`config.mk`:
```
export PLATFORM = sky130hd
export DESIGN_NAME = mq_flag_device_flat
export DESIGN_NICKNAME = d
export VERILOG_FILES = /design/src/mq_flag_pkg.sv /design/src/mq_flag_if.sv /design/src/mq_flag_device.sv /design/src/flat_wrapper.sv
export SDC_FILE = /design/constraint.sdc
export NUM_CORES = 1
export LEC_CHECK = 0
export ABC_AREA = 0
export BUFFER_PORTS_ARGS = -buffer_cell sky130_fd_sc_hd__buf_2
export CORE_ASPECT_RATIO = 0.6
export CORE_MARGIN = 2
export CORE_UTILIZATION = 43
export DETAILED_ROUTE_END_ITERATION = 8
export GPL_ROUTABILITY_DRIVEN = 0
export PLACE_DENSITY = 0.81
export SYNTH_ARGS = -nofsm -noshare
export SYNTH_HDL_FRONTEND = slang
export SYNTH_SLANG_ARGS = --single-unit
export TNS_END_PERCENT = 1
```
`constraint.sdc`:
```
create_clock -name clk -period 2.1 [get_ports clk]
set_input_delay 0.21 -clock clk [delete_from_list [all_inputs] [get_ports clk]]
set_output_delay 0.21 -clock clk [all_outputs]
set_load 0.1 [all_outputs]
```
`src/mq_flag_pkg.sv`:
```
// shared constants and types for the multi-queue flag bus logic
package mq_flag_pkg;

  localparam int QUEUES    = 32;
  localparam int QUAD_BITS = 8;
  localparam int QUADS     = 4;
  localparam int ADDR_W    = 8;
  localparam int ID_W      = 3;
  localparam int QSEL_W    = 5;
  localparam int QUAD_W    = 2;
  // address fields: device id on top, quadrant inside the queue field
  localparam int ID_LSB    = 5;
  localparam int QUAD_LSB  = 3;
  localparam int QUEUE_LSB = 0;

  localparam logic [QUAD_W-1:0]    QUAD_FIRST = 2'h0;
  localparam logic [QUAD_W-1:0]    QUAD_LAST  = 2'h3;
  localparam logic [QUAD_BITS-1:0] BUS_IDLE_N = 8'hFF;

  typedef enum logic {
    MODE_DIRECT = 1'b0,
    MODE_POLLED = 1'b1
  } bus_mode_t;

  typedef enum logic {
    CH_IDLE = 1'b0,
    CH_SHOW = 1'b1
  } chan_state_t;

  typedef struct packed {
    chan_state_t            state;
    logic [QUAD_W-1:0]      quad;
    logic                   sync;
    logic                   tokenOut;
    logic [QUAD_BITS-1:0]   busN;
  } chan_t;

  // controller registers on APB, byte addresses
  localparam logic [7:0] REG_CTRL   = 8'h00;
  localparam logic [7:0] REG_WSEL   = 8'h04;
  localparam logic [7:0] REG_FSEL   = 8'h08;
  localparam logic [7:0] REG_ESEL   = 8'h0C;
  localparam logic [7:0] REG_WRITE  = 8'h10;
  localparam logic [7:0] REG_STATUS = 8'h14;

  // status word fields
  localparam int ST_FULL_N  = 0;
  localparam int ST_REFUSED = 1;
  localparam int ST_AFSYNC  = 2;
  localparam int ST_AESYNC  = 3;
  localparam int ST_AFBUS   = 8;
  localparam int ST_AEBUS   = 16;
  localparam int ST_WCOUNT  = 24;
  localparam int WCOUNT_W   = 8;

endpackage

```
`src/mq_flag_if.sv`:
```
// link between the flag logic of one device and the user logic beside it
`timescale 1ns/1ps
`default_nettype none
interface mq_flag_if;
  import mq_flag_pkg::*;

  logic                   flagBusModeSelect;
  logic [ADDR_W-1:0]      writeQueueAddress;
  logic                   writeAddressStrobe;
  logic                   almostFullBusStrobe;
  logic [ADDR_W-1:0]      readQueueAddress;
  logic                   almostEmptyBusStrobe;
  logic                   fullTokenIn;
  logic                   emptyTokenIn;
  logic                   fullTokenOut;
  logic                   emptyTokenOut;
  logic                   writeQueueFullFlagOut;
  logic                   writeQueueFullFlagEnN;
  logic [QUAD_BITS-1:0]   almostFullStatusBusN;
  logic [QUAD_BITS-1:0]   almostEmptyStatusBusN;
  logic                   almostFullBusSync;
  logic                   almostEmptyBusSync;
  logic                   writeQueueFullFlagN;

  // shared line is pulled up when no device drives it
  assign writeQueueFullFlagN = writeQueueFullFlagEnN ? 1'b1 : writeQueueFullFlagOut;

  modport device (
    input  flagBusModeSelect, writeQueueAddress, writeAddressStrobe, almostFullBusStrobe,
           readQueueAddress, almostEmptyBusStrobe, fullTokenIn, emptyTokenIn,
    output fullTokenOut, emptyTokenOut, writeQueueFullFlagOut, writeQueueFullFlagEnN,
           almostFullStatusBusN, almostEmptyStatusBusN, almostFullBusSync, almostEmptyBusSync
  );

  modport user (
    output flagBusModeSelect, writeQueueAddress, writeAddressStrobe, almostFullBusStrobe,
           readQueueAddress, almostEmptyBusStrobe, fullTokenIn, emptyTokenIn,
    input  fullTokenOut, emptyTokenOut, writeQueueFullFlagN,
           almostFullStatusBusN, almostEmptyStatusBusN, almostFullBusSync, almostEmptyBusSync
  );
endinterface // mq_flag_if
`default_nettype wire

```
`src/mq_flag_device.sv`:
```
// flag logic of one multi-queue device: full flag line and two status buses
`timescale 1ns/1ps
`default_nettype none

// Functional notes
// - polled chain: accept empty token from predecessor
// - single polled device loops empty token back
// - direct mode: empty token input held low
// - pulse empty token after fourth quadrant shown
// - token received: first quadrant on next edge
// - chain outputs feed next inputs, last to first
// - full flag tracks selected queue, one cycle later
// - writer writes only while full flag high
// - only owning device drives shared full line
// - newly owning device drives full on next cycle
// - mode pin latched at reset: high polled
// - direct: strobe captures almost-full quadrant address
// - polled: almost-full strobe held low
// - polled: almost-full quadrants rotate, fifth wraps
// - almost-full sync high with quadrant one
// - polled chain: accept full token from predecessor
// - single polled device loops full token back
// - direct mode: full token input held low
// - pulse full token after fourth quadrant shown
// - polled almost-empty rotation with its sync
// - direct: strobe captures almost-empty quadrant address
module mq_flag_device
  import mq_flag_pkg::*;
#(
  parameter int QUEUE_COUNT = QUEUES
) (
  input  wire logic                   clk,
  input  wire logic                   reset_n,
  mq_flag_if.device                   link,
  input  wire logic [ID_W-1:0]        deviceId,
  input  wire logic                   ringLeader,
  input  wire logic [QUEUE_COUNT-1:0] queueFull,
  input  wire logic [QUEUE_COUNT-1:0] queueAlmostFull,
  input  wire logic [QUEUE_COUNT-1:0] queueAlmostEmpty
);

  generate
    if (QUEUE_COUNT != QUADS * QUAD_BITS) begin : g_bad_count
      $error("queue count must fill four quadrants of eight");
    end
    // the address must split cleanly into device id and queue number
    if (ADDR_W != ID_W + QSEL_W || ID_LSB != QSEL_W) begin : g_bad_addr
      $error("device id and queue fields do not tile the address");
    end
    // quadrant field sits just above the queue-in-quadrant bits
    if (QUAD_LSB + QUAD_W != QSEL_W || (1 << QUAD_LSB) != QUAD_BITS) begin : g_bad_quad
      $error("quadrant field does not match the quadrant size");
    end
    if (QUADS != (1 << QUAD_W)) begin : g_bad_quads
      $error("quadrant counter cannot reach every quadrant");
    end
  endgenerate

  typedef struct packed {
    bus_mode_t          mode;
    logic [ID_W-1:0]    id;
    logic               startFull;
    logic               startEmpty;
    logic               fullOwned;
    logic [QSEL_W-1:0]  fullQueue;
    logic               fullValN;
    chan_t              afChan;
    chan_t              aeChan;
  } state_t;

  state_t st;
  state_t next_st;

  // per-quadrant images of the flag inputs, already in bus polarity
  logic [QUADS-1:0][QUAD_BITS-1:0] afViewN;
  logic [QUADS-1:0][QUAD_BITS-1:0] aeViewN;

  // quadrant q carries queues 8q to 8q+7, one bus line each
  genvar q;
  generate
    for (q = 0; q < QUADS; q = q + 1) begin : g_quad
      assign afViewN[q] = ~queueAlmostFull[q*QUAD_BITS +: QUAD_BITS];
      assign aeViewN[q] = ~queueAlmostEmpty[q*QUAD_BITS +: QUAD_BITS];
    end
  endgenerate

  // device part of a queue address, held against the id caught at reset
  function automatic logic ownsAddr(
    input logic [ADDR_W-1:0] addr,
    input logic [ID_W-1:0]   id
  );
    return addr[ID_LSB +: ID_W] == id;
  endfunction

  function automatic logic [QUAD_W-1:0] quadOf(input logic [ADDR_W-1:0] addr);
    return addr[QUAD_LSB +: QUAD_W];
  endfunction

  // a channel showing nothing: bus released high, no sync, no token
  function automatic chan_t idleChan();
    chan_t c;
    c.state    = CH_IDLE;
    c.quad     = QUAD_FIRST;
    c.sync     = 1'b0;
    c.tokenOut = 1'b0;
    c.busN     = BUS_IDLE_N;
    return c;
  endfunction

  // one status bus channel; shared by the almost-full and almost-empty sides
  function automatic chan_t stepChan(
    input chan_t                   c,
    input bus_mode_t               mode,
    input logic                    strobe,
    input logic [ADDR_W-1:0]       addr,
    input logic                    tokenIn,
    input logic                    start,
    input logic [ID_W-1:0]         id,
    input logic [QUADS-1:0][QUAD_BITS-1:0] viewN
  );
    chan_t n;
    n          = c;
    n.sync     = 1'b0;
    n.tokenOut = 1'b0;
    if (mode == MODE_DIRECT) begin
      if (strobe) begin
        n.state = ownsAddr(addr, id) ? CH_SHOW : CH_IDLE;
        n.quad  = quadOf(addr);
      end
    end else begin
      // a token arriving mid-sequence restarts at quadrant one
      // token loads quadrant one
      if (tokenIn || start) begin
        n.state = CH_SHOW;
        n.quad  = QUAD_FIRST;
      end else if (c.state == CH_SHOW) begin
        if (c.quad == QUAD_LAST) begin
          n.state = CH_IDLE;
        end else begin
          n.quad = c.quad + 2'h1;
        end
      end
      n.sync     = (n.state == CH_SHOW) && (n.quad == QUAD_FIRST);
      n.tokenOut = (n.state == CH_SHOW) && (n.quad == QUAD_LAST);
    end
    // eight consecutive queues, active low on the bus
    if (n.state == CH_SHOW) begin
      n.busN = viewN[n.quad];
    end else begin
      n.busN = BUS_IDLE_N;
    end
    return n;
  endfunction

  always_comb begin
    next_st = st;
    if (!reset_n) begin
      // mode and strap caught while reset is held
      next_st.mode       = bus_mode_t'(link.flagBusModeSelect);
      next_st.id         = deviceId;
      next_st.startFull  = ringLeader;
      next_st.startEmpty = ringLeader;
      next_st.fullOwned  = 1'b0;
      next_st.fullQueue  = '0;
      next_st.fullValN   = 1'b1;
      next_st.afChan     = idleChan();
      next_st.aeChan     = idleChan();
    end else begin
      // only the first edge after reset may start the ring from the leader
      next_st.startFull  = 1'b0;
      next_st.startEmpty = 1'b0;
      if (link.writeAddressStrobe) begin
        next_st.fullOwned = ownsAddr(link.writeQueueAddress, st.id);
        next_st.fullQueue = link.writeQueueAddress[QUEUE_LSB +: QSEL_W];
      end
      // refreshed each edge so a queue filling after selection still shows
      // full status of the selected queue, active low
      next_st.fullValN = ~queueFull[next_st.fullQueue];
      next_st.afChan = stepChan(st.afChan, st.mode, link.almostFullBusStrobe,
                                link.writeQueueAddress, link.fullTokenIn, st.startFull,
                                st.id, afViewN);
      next_st.aeChan = stepChan(st.aeChan, st.mode, link.almostEmptyBusStrobe,
                                link.readQueueAddress, link.emptyTokenIn, st.startEmpty,
                                st.id, aeViewN);
    end
  end

  always_ff @(posedge clk) begin
    st <= next_st;
  end

  // enable low only while this device owns the line
  assign link.writeQueueFullFlagEnN = ~st.fullOwned;
  assign link.writeQueueFullFlagOut = st.fullValN;
  assign link.almostFullStatusBusN  = st.afChan.busN;
  assign link.almostFullBusSync     = st.afChan.sync;
  assign link.fullTokenOut          = st.afChan.tokenOut;
  assign link.almostEmptyStatusBusN = st.aeChan.busN;
  assign link.almostEmptyBusSync    = st.aeChan.sync;
  assign link.emptyTokenOut         = st.aeChan.tokenOut;

endmodule // mq_flag_device
`default_nettype wire

```
`src/flat_wrapper.sv`:
```
// flat-port wrapper written by rule: the top's interface ports become plain ports
module mq_flag_device_flat import mq_flag_pkg::*;
#(
  parameter int QUEUE_COUNT = QUEUES
)
  (clk, reset_n, deviceId, ringLeader, queueFull, queueAlmostFull, queueAlmostEmpty, link_flagBusModeSelect, link_writeQueueAddress, link_writeAddressStrobe, link_almostFullBusStrobe, link_readQueueAddress, link_almostEmptyBusStrobe, link_fullTokenIn, link_emptyTokenIn, link_fullTokenOut, link_emptyTokenOut, link_writeQueueFullFlagOut, link_writeQueueFullFlagEnN, link_almostFullStatusBusN, link_almostEmptyStatusBusN, link_almostFullBusSync, link_almostEmptyBusSync);
  mq_flag_if link_i ();
  input  wire logic clk;
  input  wire logic reset_n;
  input  wire logic [ID_W-1:0] deviceId;
  input  wire logic ringLeader;
  input  wire logic [QUEUE_COUNT-1:0] queueFull;
  input  wire logic [QUEUE_COUNT-1:0] queueAlmostFull;
  input  wire logic [QUEUE_COUNT-1:0] queueAlmostEmpty;
  input wire logic [$bits(link_i.flagBusModeSelect)-1:0] link_flagBusModeSelect;
  input wire logic [$bits(link_i.writeQueueAddress)-1:0] link_writeQueueAddress;
  input wire logic [$bits(link_i.writeAddressStrobe)-1:0] link_writeAddressStrobe;
  input wire logic [$bits(link_i.almostFullBusStrobe)-1:0] link_almostFullBusStrobe;
  input wire logic [$bits(link_i.readQueueAddress)-1:0] link_readQueueAddress;
  input wire logic [$bits(link_i.almostEmptyBusStrobe)-1:0] link_almostEmptyBusStrobe;
  input wire logic [$bits(link_i.fullTokenIn)-1:0] link_fullTokenIn;
  input wire logic [$bits(link_i.emptyTokenIn)-1:0] link_emptyTokenIn;
  output wire logic [$bits(link_i.fullTokenOut)-1:0] link_fullTokenOut;
  output wire logic [$bits(link_i.emptyTokenOut)-1:0] link_emptyTokenOut;
  output wire logic [$bits(link_i.writeQueueFullFlagOut)-1:0] link_writeQueueFullFlagOut;
  output wire logic [$bits(link_i.writeQueueFullFlagEnN)-1:0] link_writeQueueFullFlagEnN;
  output wire logic [$bits(link_i.almostFullStatusBusN)-1:0] link_almostFullStatusBusN;
  output wire logic [$bits(link_i.almostEmptyStatusBusN)-1:0] link_almostEmptyStatusBusN;
  output wire logic [$bits(link_i.almostFullBusSync)-1:0] link_almostFullBusSync;
  output wire logic [$bits(link_i.almostEmptyBusSync)-1:0] link_almostEmptyBusSync;
  assign link_i.flagBusModeSelect = link_flagBusModeSelect;
  assign link_i.writeQueueAddress = link_writeQueueAddress;
  assign link_i.writeAddressStrobe = link_writeAddressStrobe;
  assign link_i.almostFullBusStrobe = link_almostFullBusStrobe;
  assign link_i.readQueueAddress = link_readQueueAddress;
  assign link_i.almostEmptyBusStrobe = link_almostEmptyBusStrobe;
  assign link_i.fullTokenIn = link_fullTokenIn;
  assign link_i.emptyTokenIn = link_emptyTokenIn;
  assign link_fullTokenOut = link_i.fullTokenOut;
  assign link_emptyTokenOut = link_i.emptyTokenOut;
  assign link_writeQueueFullFlagOut = link_i.writeQueueFullFlagOut;
  assign link_writeQueueFullFlagEnN = link_i.writeQueueFullFlagEnN;
  assign link_almostFullStatusBusN = link_i.almostFullStatusBusN;
  assign link_almostEmptyStatusBusN = link_i.almostEmptyStatusBusN;
  assign link_almostFullBusSync = link_i.almostFullBusSync;
  assign link_almostEmptyBusSync = link_i.almostEmptyBusSync;
  mq_flag_device #(.QUEUE_COUNT(QUEUE_COUNT)) u_core (.clk(clk), .reset_n(reset_n), .link(link_i), .deviceId(deviceId), .ringLeader(ringLeader), .queueFull(queueFull), .queueAlmostFull(queueAlmostFull), .queueAlmostEmpty(queueAlmostEmpty));
endmodule
```
Word level (Yosys, flattened, before mapping):

Cells that the tools add are included.

* bits in registers: 38
* bits in latches: 0
* memory bits (writable): 0
* bits in read-only memories: 0
* bits of input ports: 124
* output and inout port bits: 22
* memories: 0

* $add $sub $neg: 2
* multipliers: 0
* div/mod/pow operators: 0
* magnitude comparators: 3
* eq/ne operators: 7
* shifts and indexed selects: 0
* multiplexer cells: 28
* bitwise operators: 10
* reductions and logical operators: 11

Operators by type and width (count)
* NOT 8 bit: 8
* 2-to-1 mux 3 bit: 14
* binary-select mux 8 bit (select 2 bit): 2
* 2-to-1 mux 8 bit: 2
* 2-to-1 mux 6 bit: 2
* == test 2 bit, second input constant: 4
* == test 3 bit: 2
* < comparator 2 x 3 -> 1 bit, second input constant: 2
* < comparator 5 x 6 -> 1 bit, second input constant: 1
* AND reduction 2 bit: 3
* binary-select mux 1 bit (select 5 bit): 1
* 2-to-1 mux 1 bit: 5
* adder 2 x 1 -> 2 bit, second input constant: 2
* logical AND 1 bit: 4
* zero test 2 bit: 2
* 2-to-1 mux 2 bit: 2
* logical OR 1 bit: 2
* inequality test 2 x 1 -> 1 bit, second input constant: 1
* NOT 1 bit: 2

Longest topological paths before layout:

* depth in word-level cells: 10
* depth in mapped cells: 7

Worst setup path before layout:

No wires, ideal clock.

* kind: input to register
* start point: input link_writeAddressStrobe
* end point: register u_core.st, in the netlist u_core.link.writeQueueFullFlagOut
* library setup time: 0.079 ns
* data arrival time: 1.740 ns
* required time: 2.021 ns
* setup slack: 0.281 ns
* stages on the path: 6
* path through: buf_6 mux2i_2 mux4_2 mux2i_1 o32ai_1 a211oi_2

* cells in the longest elaborated chain, start to end: 5

RTL lines
* start: declaration: line flat_wrapper.sv:17 `input wire logic [$bits(link_i.writeAddressStrobe)-1:0] link_writeAddressStrobe;`
* 2-to-1 mux 6 bit: line mq_flag_device.sv:172 `if (link.writeAddressStrobe) begin`
* 2-to-1 mux 6 bit: line mq_flag_device.sv:157 `if (!reset_n) begin`
* binary-select mux 1 bit (select 5 bit): line mq_flag_device.sv:178 `next_st.fullValN = ~queueFull[next_st.fullQueue];`
* 2-to-1 mux 1 bit (not written as such): line mq_flag_device.sv:178
* NOT 1 bit: line mq_flag_device.sv:178
* end signal: assignment: line mq_flag_device.sv:189 `st <= next_st;`
* end: declaration: line mq_flag_device.sv:71 `state_t st;`

No other way between the ends. The select of a mux whose other input is x is not followed.
A chain may end at the register's enable or synchronous reset.

==> results by group <==
Outcome
  • Result of the run: finished, final reports clean

Timing
  • Final hold slack: 89.2 ps
  • F_max: 542 MHz
  • Max-slew violation total from the final report: 0
  • Number of setup violations in the final report: 0
  • Worst slew margin relative to its limit: 44.5%
  • Clock Skew: 6.62 ps
  • RSZ-0062 raised after global routing: no
  • Fraction of the cycle the final worst path needs: 87.9%
  • Hold Fails Final Rpt: 0
  • Worst-Margin Slew: 829 ps
  • Final setup TNS: 0 ps
  • Final min period: 1850 ps

Drt
  • Routed length per instance: 14.1 um
  • Number of antenna-violating nets in the routed design: 0
  • First-pass DRT Iterations: 4
  • Total routed wirelength: 6280 um
  • Total via count in the routed design: 2386
  • DRC marker count from the first detailed-route iteration: 84
  • Vias per Instance: 5.36
  • Post-detailed-route DRC marker count: 0

Synthesis
  • Net Count, Synth: 366
  • Portion of netlist area occupied by mux cells: 20.5%
  • Post-synthesis compound-gate area fraction: 14.2%
  • Count of warnings emitted by yosys: 0
  • Share of synthesized area occupied by flip-flops and latches: 34.7%
  • Share of flip-flops with an asynchronous set or reset after synthesis: 0%
  • Synth Area per Inst: 9.52 um^2
  • Number of flops mapped to enable cells by yosys: 4
  • Yosys reg bits: 38
  • Post-Syn Area: 2300 um^2
  • Cells taking the most area after synthesis: sky130_fd_sc_hd__dfxtp_1 (30%), sky130_fd_sc_hd__mux4_2 (12%), sky130_fd_sc_hd__nand3_1 (8.9%)
  • Share of the synthesized area in the top cell type: 29.5%
  • Area fraction in and, or, nand and nor cells after synthesis: 20.0%
  • Adder and majority cell fraction of the synthesized area: 0%
  • Most common flop cell mapped by yosys: sky130_fd_sc_hd__dfxtp_1
  • Distinct cell type count of the synthesized netlist: 47
  • Fraction of synthesized cell area in xor and xnor cells: 2.28%
  • Biggest area consumer among synthesized cells: sky130_fd_sc_hd__dfxtp_1
  • Combinational family with the most area after synthesis: multiplexers
  • Gate Count Post-Synth: 242

Placed design
  • Total of buffers placed on input and output ports: 142
  • Total half-perimeter wirelength after legalization and detailed placement: 5090 um
  • Cell Count Post-Placement: 437

Finish
  • Count of placed standard cells in the final layout, fillers left out: 445
  • Commonest non-fill, non-tap cell in the layout: sky130_fd_sc_hd__buf_2
  • Register area: 801 um^2
  • Multi-input combinational cell area: 1320 um^2
  • Total inserted antenna cells: 0
  • Number of filler instances in the final layout: 449
  • Area overhead of the layout relative to synthesis: 37.8%
  • Top library cells by usage in the layout, fill and taps aside: sky130_fd_sc_hd__buf_2 (142), sky130_fd_sc_hd__nand3_1 (41), sky130_fd_sc_hd__dfxtp_1 (34), sky130_fd_sc_hd__o21ai_0 (19), sky130_fd_sc_hd__nand2_1 (18)
  • Fraction of layout cells with a size suffix above 1: 50.1%
  • Layout net count: 502

Critical path
  • Worst Setup Start Kind: flop
  • Critical Path Max Stage Delay: 490 ps
  • Critical Path Sink Type: flop
  • Cell-by-cell listing of the critical path: nor2_1 -> nand2_1 -> o22ai_2 -> buf_12 -> mux4_2 -> nand2_1
  • Required time worst endpoint: 2330 ps
  • Critical path arrival: 2080 ps
  • Cell mode on critical path: sky130_fd_sc_hd__nand2_1
  • CP max stage cell: sky130_fd_sc_hd__mux4_2
  • Top fanout value on the critical path: 7
  • Critical setup path kind: reg -> reg

Power
  • Power share of the clock group: 30.1%
  • Part of the total power dissipated in sequential elements: 35.6%
  • Power per standard cell area: 728 nW/um^2
  • Total Power Consumption: 2.31 mW
  • Static Leak: 1.43 nW
  • Switching fraction of total power: 34.9%
  • Combinational fraction of design power: 34.3%
  • Internal power: 1.51 mW
  • Switching pwr: 808 uW
  • Worst vdd ir: 0.366 mV

Global route
  • Global-route wire length before repair: 9840 um
  • Total grt overflow: 0
  • Number of global-route vias before repair: 2176
  • Initial antenna violation count: 0
  • All-layer global routing usage: 21.1%
  • Pin count of the biggest net entering global routing: 18

CTS
  • Worst skew pair latency: 290 ps
  • Max clock buf depth: 2
  • Library cell used as clock root buffer: sky130_fd_sc_hd__clkbuf_8
  • Register clock-pin slew on the reported worst setup and hold paths: 80 ps
  • Total number of H-tree levels: 2
  • Count of cells resized by post-cts repair: 1
  • Post-CTS setup buffers: 0
  • CTS buffer count: 5
  • Clock tree sinks: 38
  • CTS tree: built
  • Hold Buf Count CTS: 0

Floorplan
  • Count of standard-cell rows: 20
  • Core footprint: 5100 um^2
  • Die X: 98.5 um
  • Total Die Area: 5980 um^2
  • Starting density of the core: 45.1%
  • Count of pins on the block boundary: 146
  • Die outline height: 60.7 um

Flow run
  • Max capacitance violation total: 0

Hold path
  • Class of the tightest hold or removal check: in -> reg
[worst max-delay path, delay by kind of cell (launching register included)]
kind / cells / cell delay [ps]
buffers and inverters: 1 / 170
AO/OA/AOI/OAI: 1 / 280
flip-flops: 1 / 390
AND/OR/NAND/NOR: 3 / 450
multiplexers: 1 / 490
[per-stage QoR]
stage | utilization, % | worst slack (ps) | area, um^2
2_1_floorplan | - | 281 | 2300
3_3_place_gp | 59.4 | 61.9 | 3030
3_5_place_dp | 59.4 | 0.901 | 3030
4_1_cts | 62.2 | 241 | 3180
5_1_grt | 62.2 | 110 | 3180
6_report | 62.2 | 255 | 3180
[path summary, 6_finish.rpt]
| kind | depth (start not counted) | from | end | slack [ps] |
|---|---|---|---|---|
| worst max register to register | 6 | u_core.st[34]$_SDFF_PP0_ | u_core.link.almostEmptyStatusBusN[3]$_SDFF_PN1_ | 250 |
| worst min register to register | 2 | u_core.st[32]$_SDFFE_PN0P_ | u_core.st[32]$_SDFFE_PN0P_ | 480 |
| worst max-delay path | 6 | u_core.st[34]$_SDFF_PP0_ | u_core.link.almostEmptyStatusBusN[3]$_SDFF_PN1_ | 250 |
| worst min-delay path | 1 | deviceId[2] | u_core.st[37]$_DFFE_PN_ | 90 |
[logic make-up after synthesis]
group,after synthesis
buf+inv,30
xor+xnor,6
mux,30
simple gates,93
flops,38
compound gates,45
[area by class of cell]
class	count	area share [%]
inverters	4	0.473
multi-input cells	174	41.7
flip-flops and latches	38	25.2
clock buffers	6	2.96
well taps	66	2.60
clock inverters	2	1.22
repair buffers	155	25.8
[sequential cells by signal, summed over array words and instances (netlist names)]
name	cells
u_core.link.writeQueueFullFlagOut	1
u_core.link.almostEmptyStatusBusN	8
u_core.link.almostEmptyBusSync	1
u_core.st	17
u_core.link.fullTokenOut	1
u_core.link.almostFullStatusBusN	8
u_core.link.emptyTokenOut	1
u_core.link.almostFullBusSync	1
[layer usage]
metal | vias to the layer above | part of all wire [%] | track usage, % | routed length [um]
li1 | 1167 | - | - | -
met1 | 1112 | 44 | 28.2 | 2780
met2 | 103 | 45 | 33.9 | 2810
met3 | 4 | 10 | 6.91 | 650
met4 | 0 | 0.72 | 5.09 | 45
met5 | - | 0 | 0 | 0
[Yosys cell counts, types with 2 or more instances]
| master | n |
|---|---|
| sky130_fd_sc_hd__and2_1 | 2 |
| sky130_fd_sc_hd__buf_2 | 3 |
| sky130_fd_sc_hd__nor4_1 | 2 |
| sky130_fd_sc_hd__o21ai_0 | 19 |
| sky130_fd_sc_hd__mux2_2 | 5 |
| sky130_fd_sc_hd__clkbuf_1 | 4 |
| sky130_fd_sc_hd__a21oi_1 | 5 |
| sky130_fd_sc_hd__mux2i_1 | 11 |
| sky130_fd_sc_hd__nor2_1 | 12 |
| sky130_fd_sc_hd__nand2_1 | 18 |
| sky130_fd_sc_hd__buf_6 | 2 |
| sky130_fd_sc_hd__a211oi_2 | 3 |
| sky130_fd_sc_hd__mux4_2 | 12 |
| sky130_fd_sc_hd__xor2_1 | 3 |
| sky130_fd_sc_hd__nand4_1 | 2 |
| sky130_fd_sc_hd__nor3_1 | 3 |
| sky130_fd_sc_hd__xnor2_1 | 3 |
| sky130_fd_sc_hd__nor2b_1 | 3 |
| sky130_fd_sc_hd__o31ai_1 | 2 |
| sky130_fd_sc_hd__nand2b_1 | 4 |
| sky130_fd_sc_hd__nand3_1 | 41 |
| sky130_fd_sc_hd__inv_1 | 4 |
| sky130_fd_sc_hd__nand3b_1 | 4 |
| sky130_fd_sc_hd__dfxtp_1 | 34 |
| sky130_fd_sc_hd__edfxtp_1 | 4 |
| sky130_fd_sc_hd__buf_4 | 16 |
[power by group through the flow]
| stage | Clock, mW | Combinational [mW] | Sequential [mW] |
|---|---|---|---|
| after floorplan | 0 | 0.561 | 0.871 |
| after global placement | 0 | 0.776 | 0.836 |
| after detailed placement | 0 | 0.790 | 0.839 |
| after CTS | 0.711 | 0.796 | 0.822 |
| after global routing | 0.751 | 0.848 | 0.828 |
| final | 0.697 | 0.794 | 0.823 |
Power figures use the tool's default switching activity.
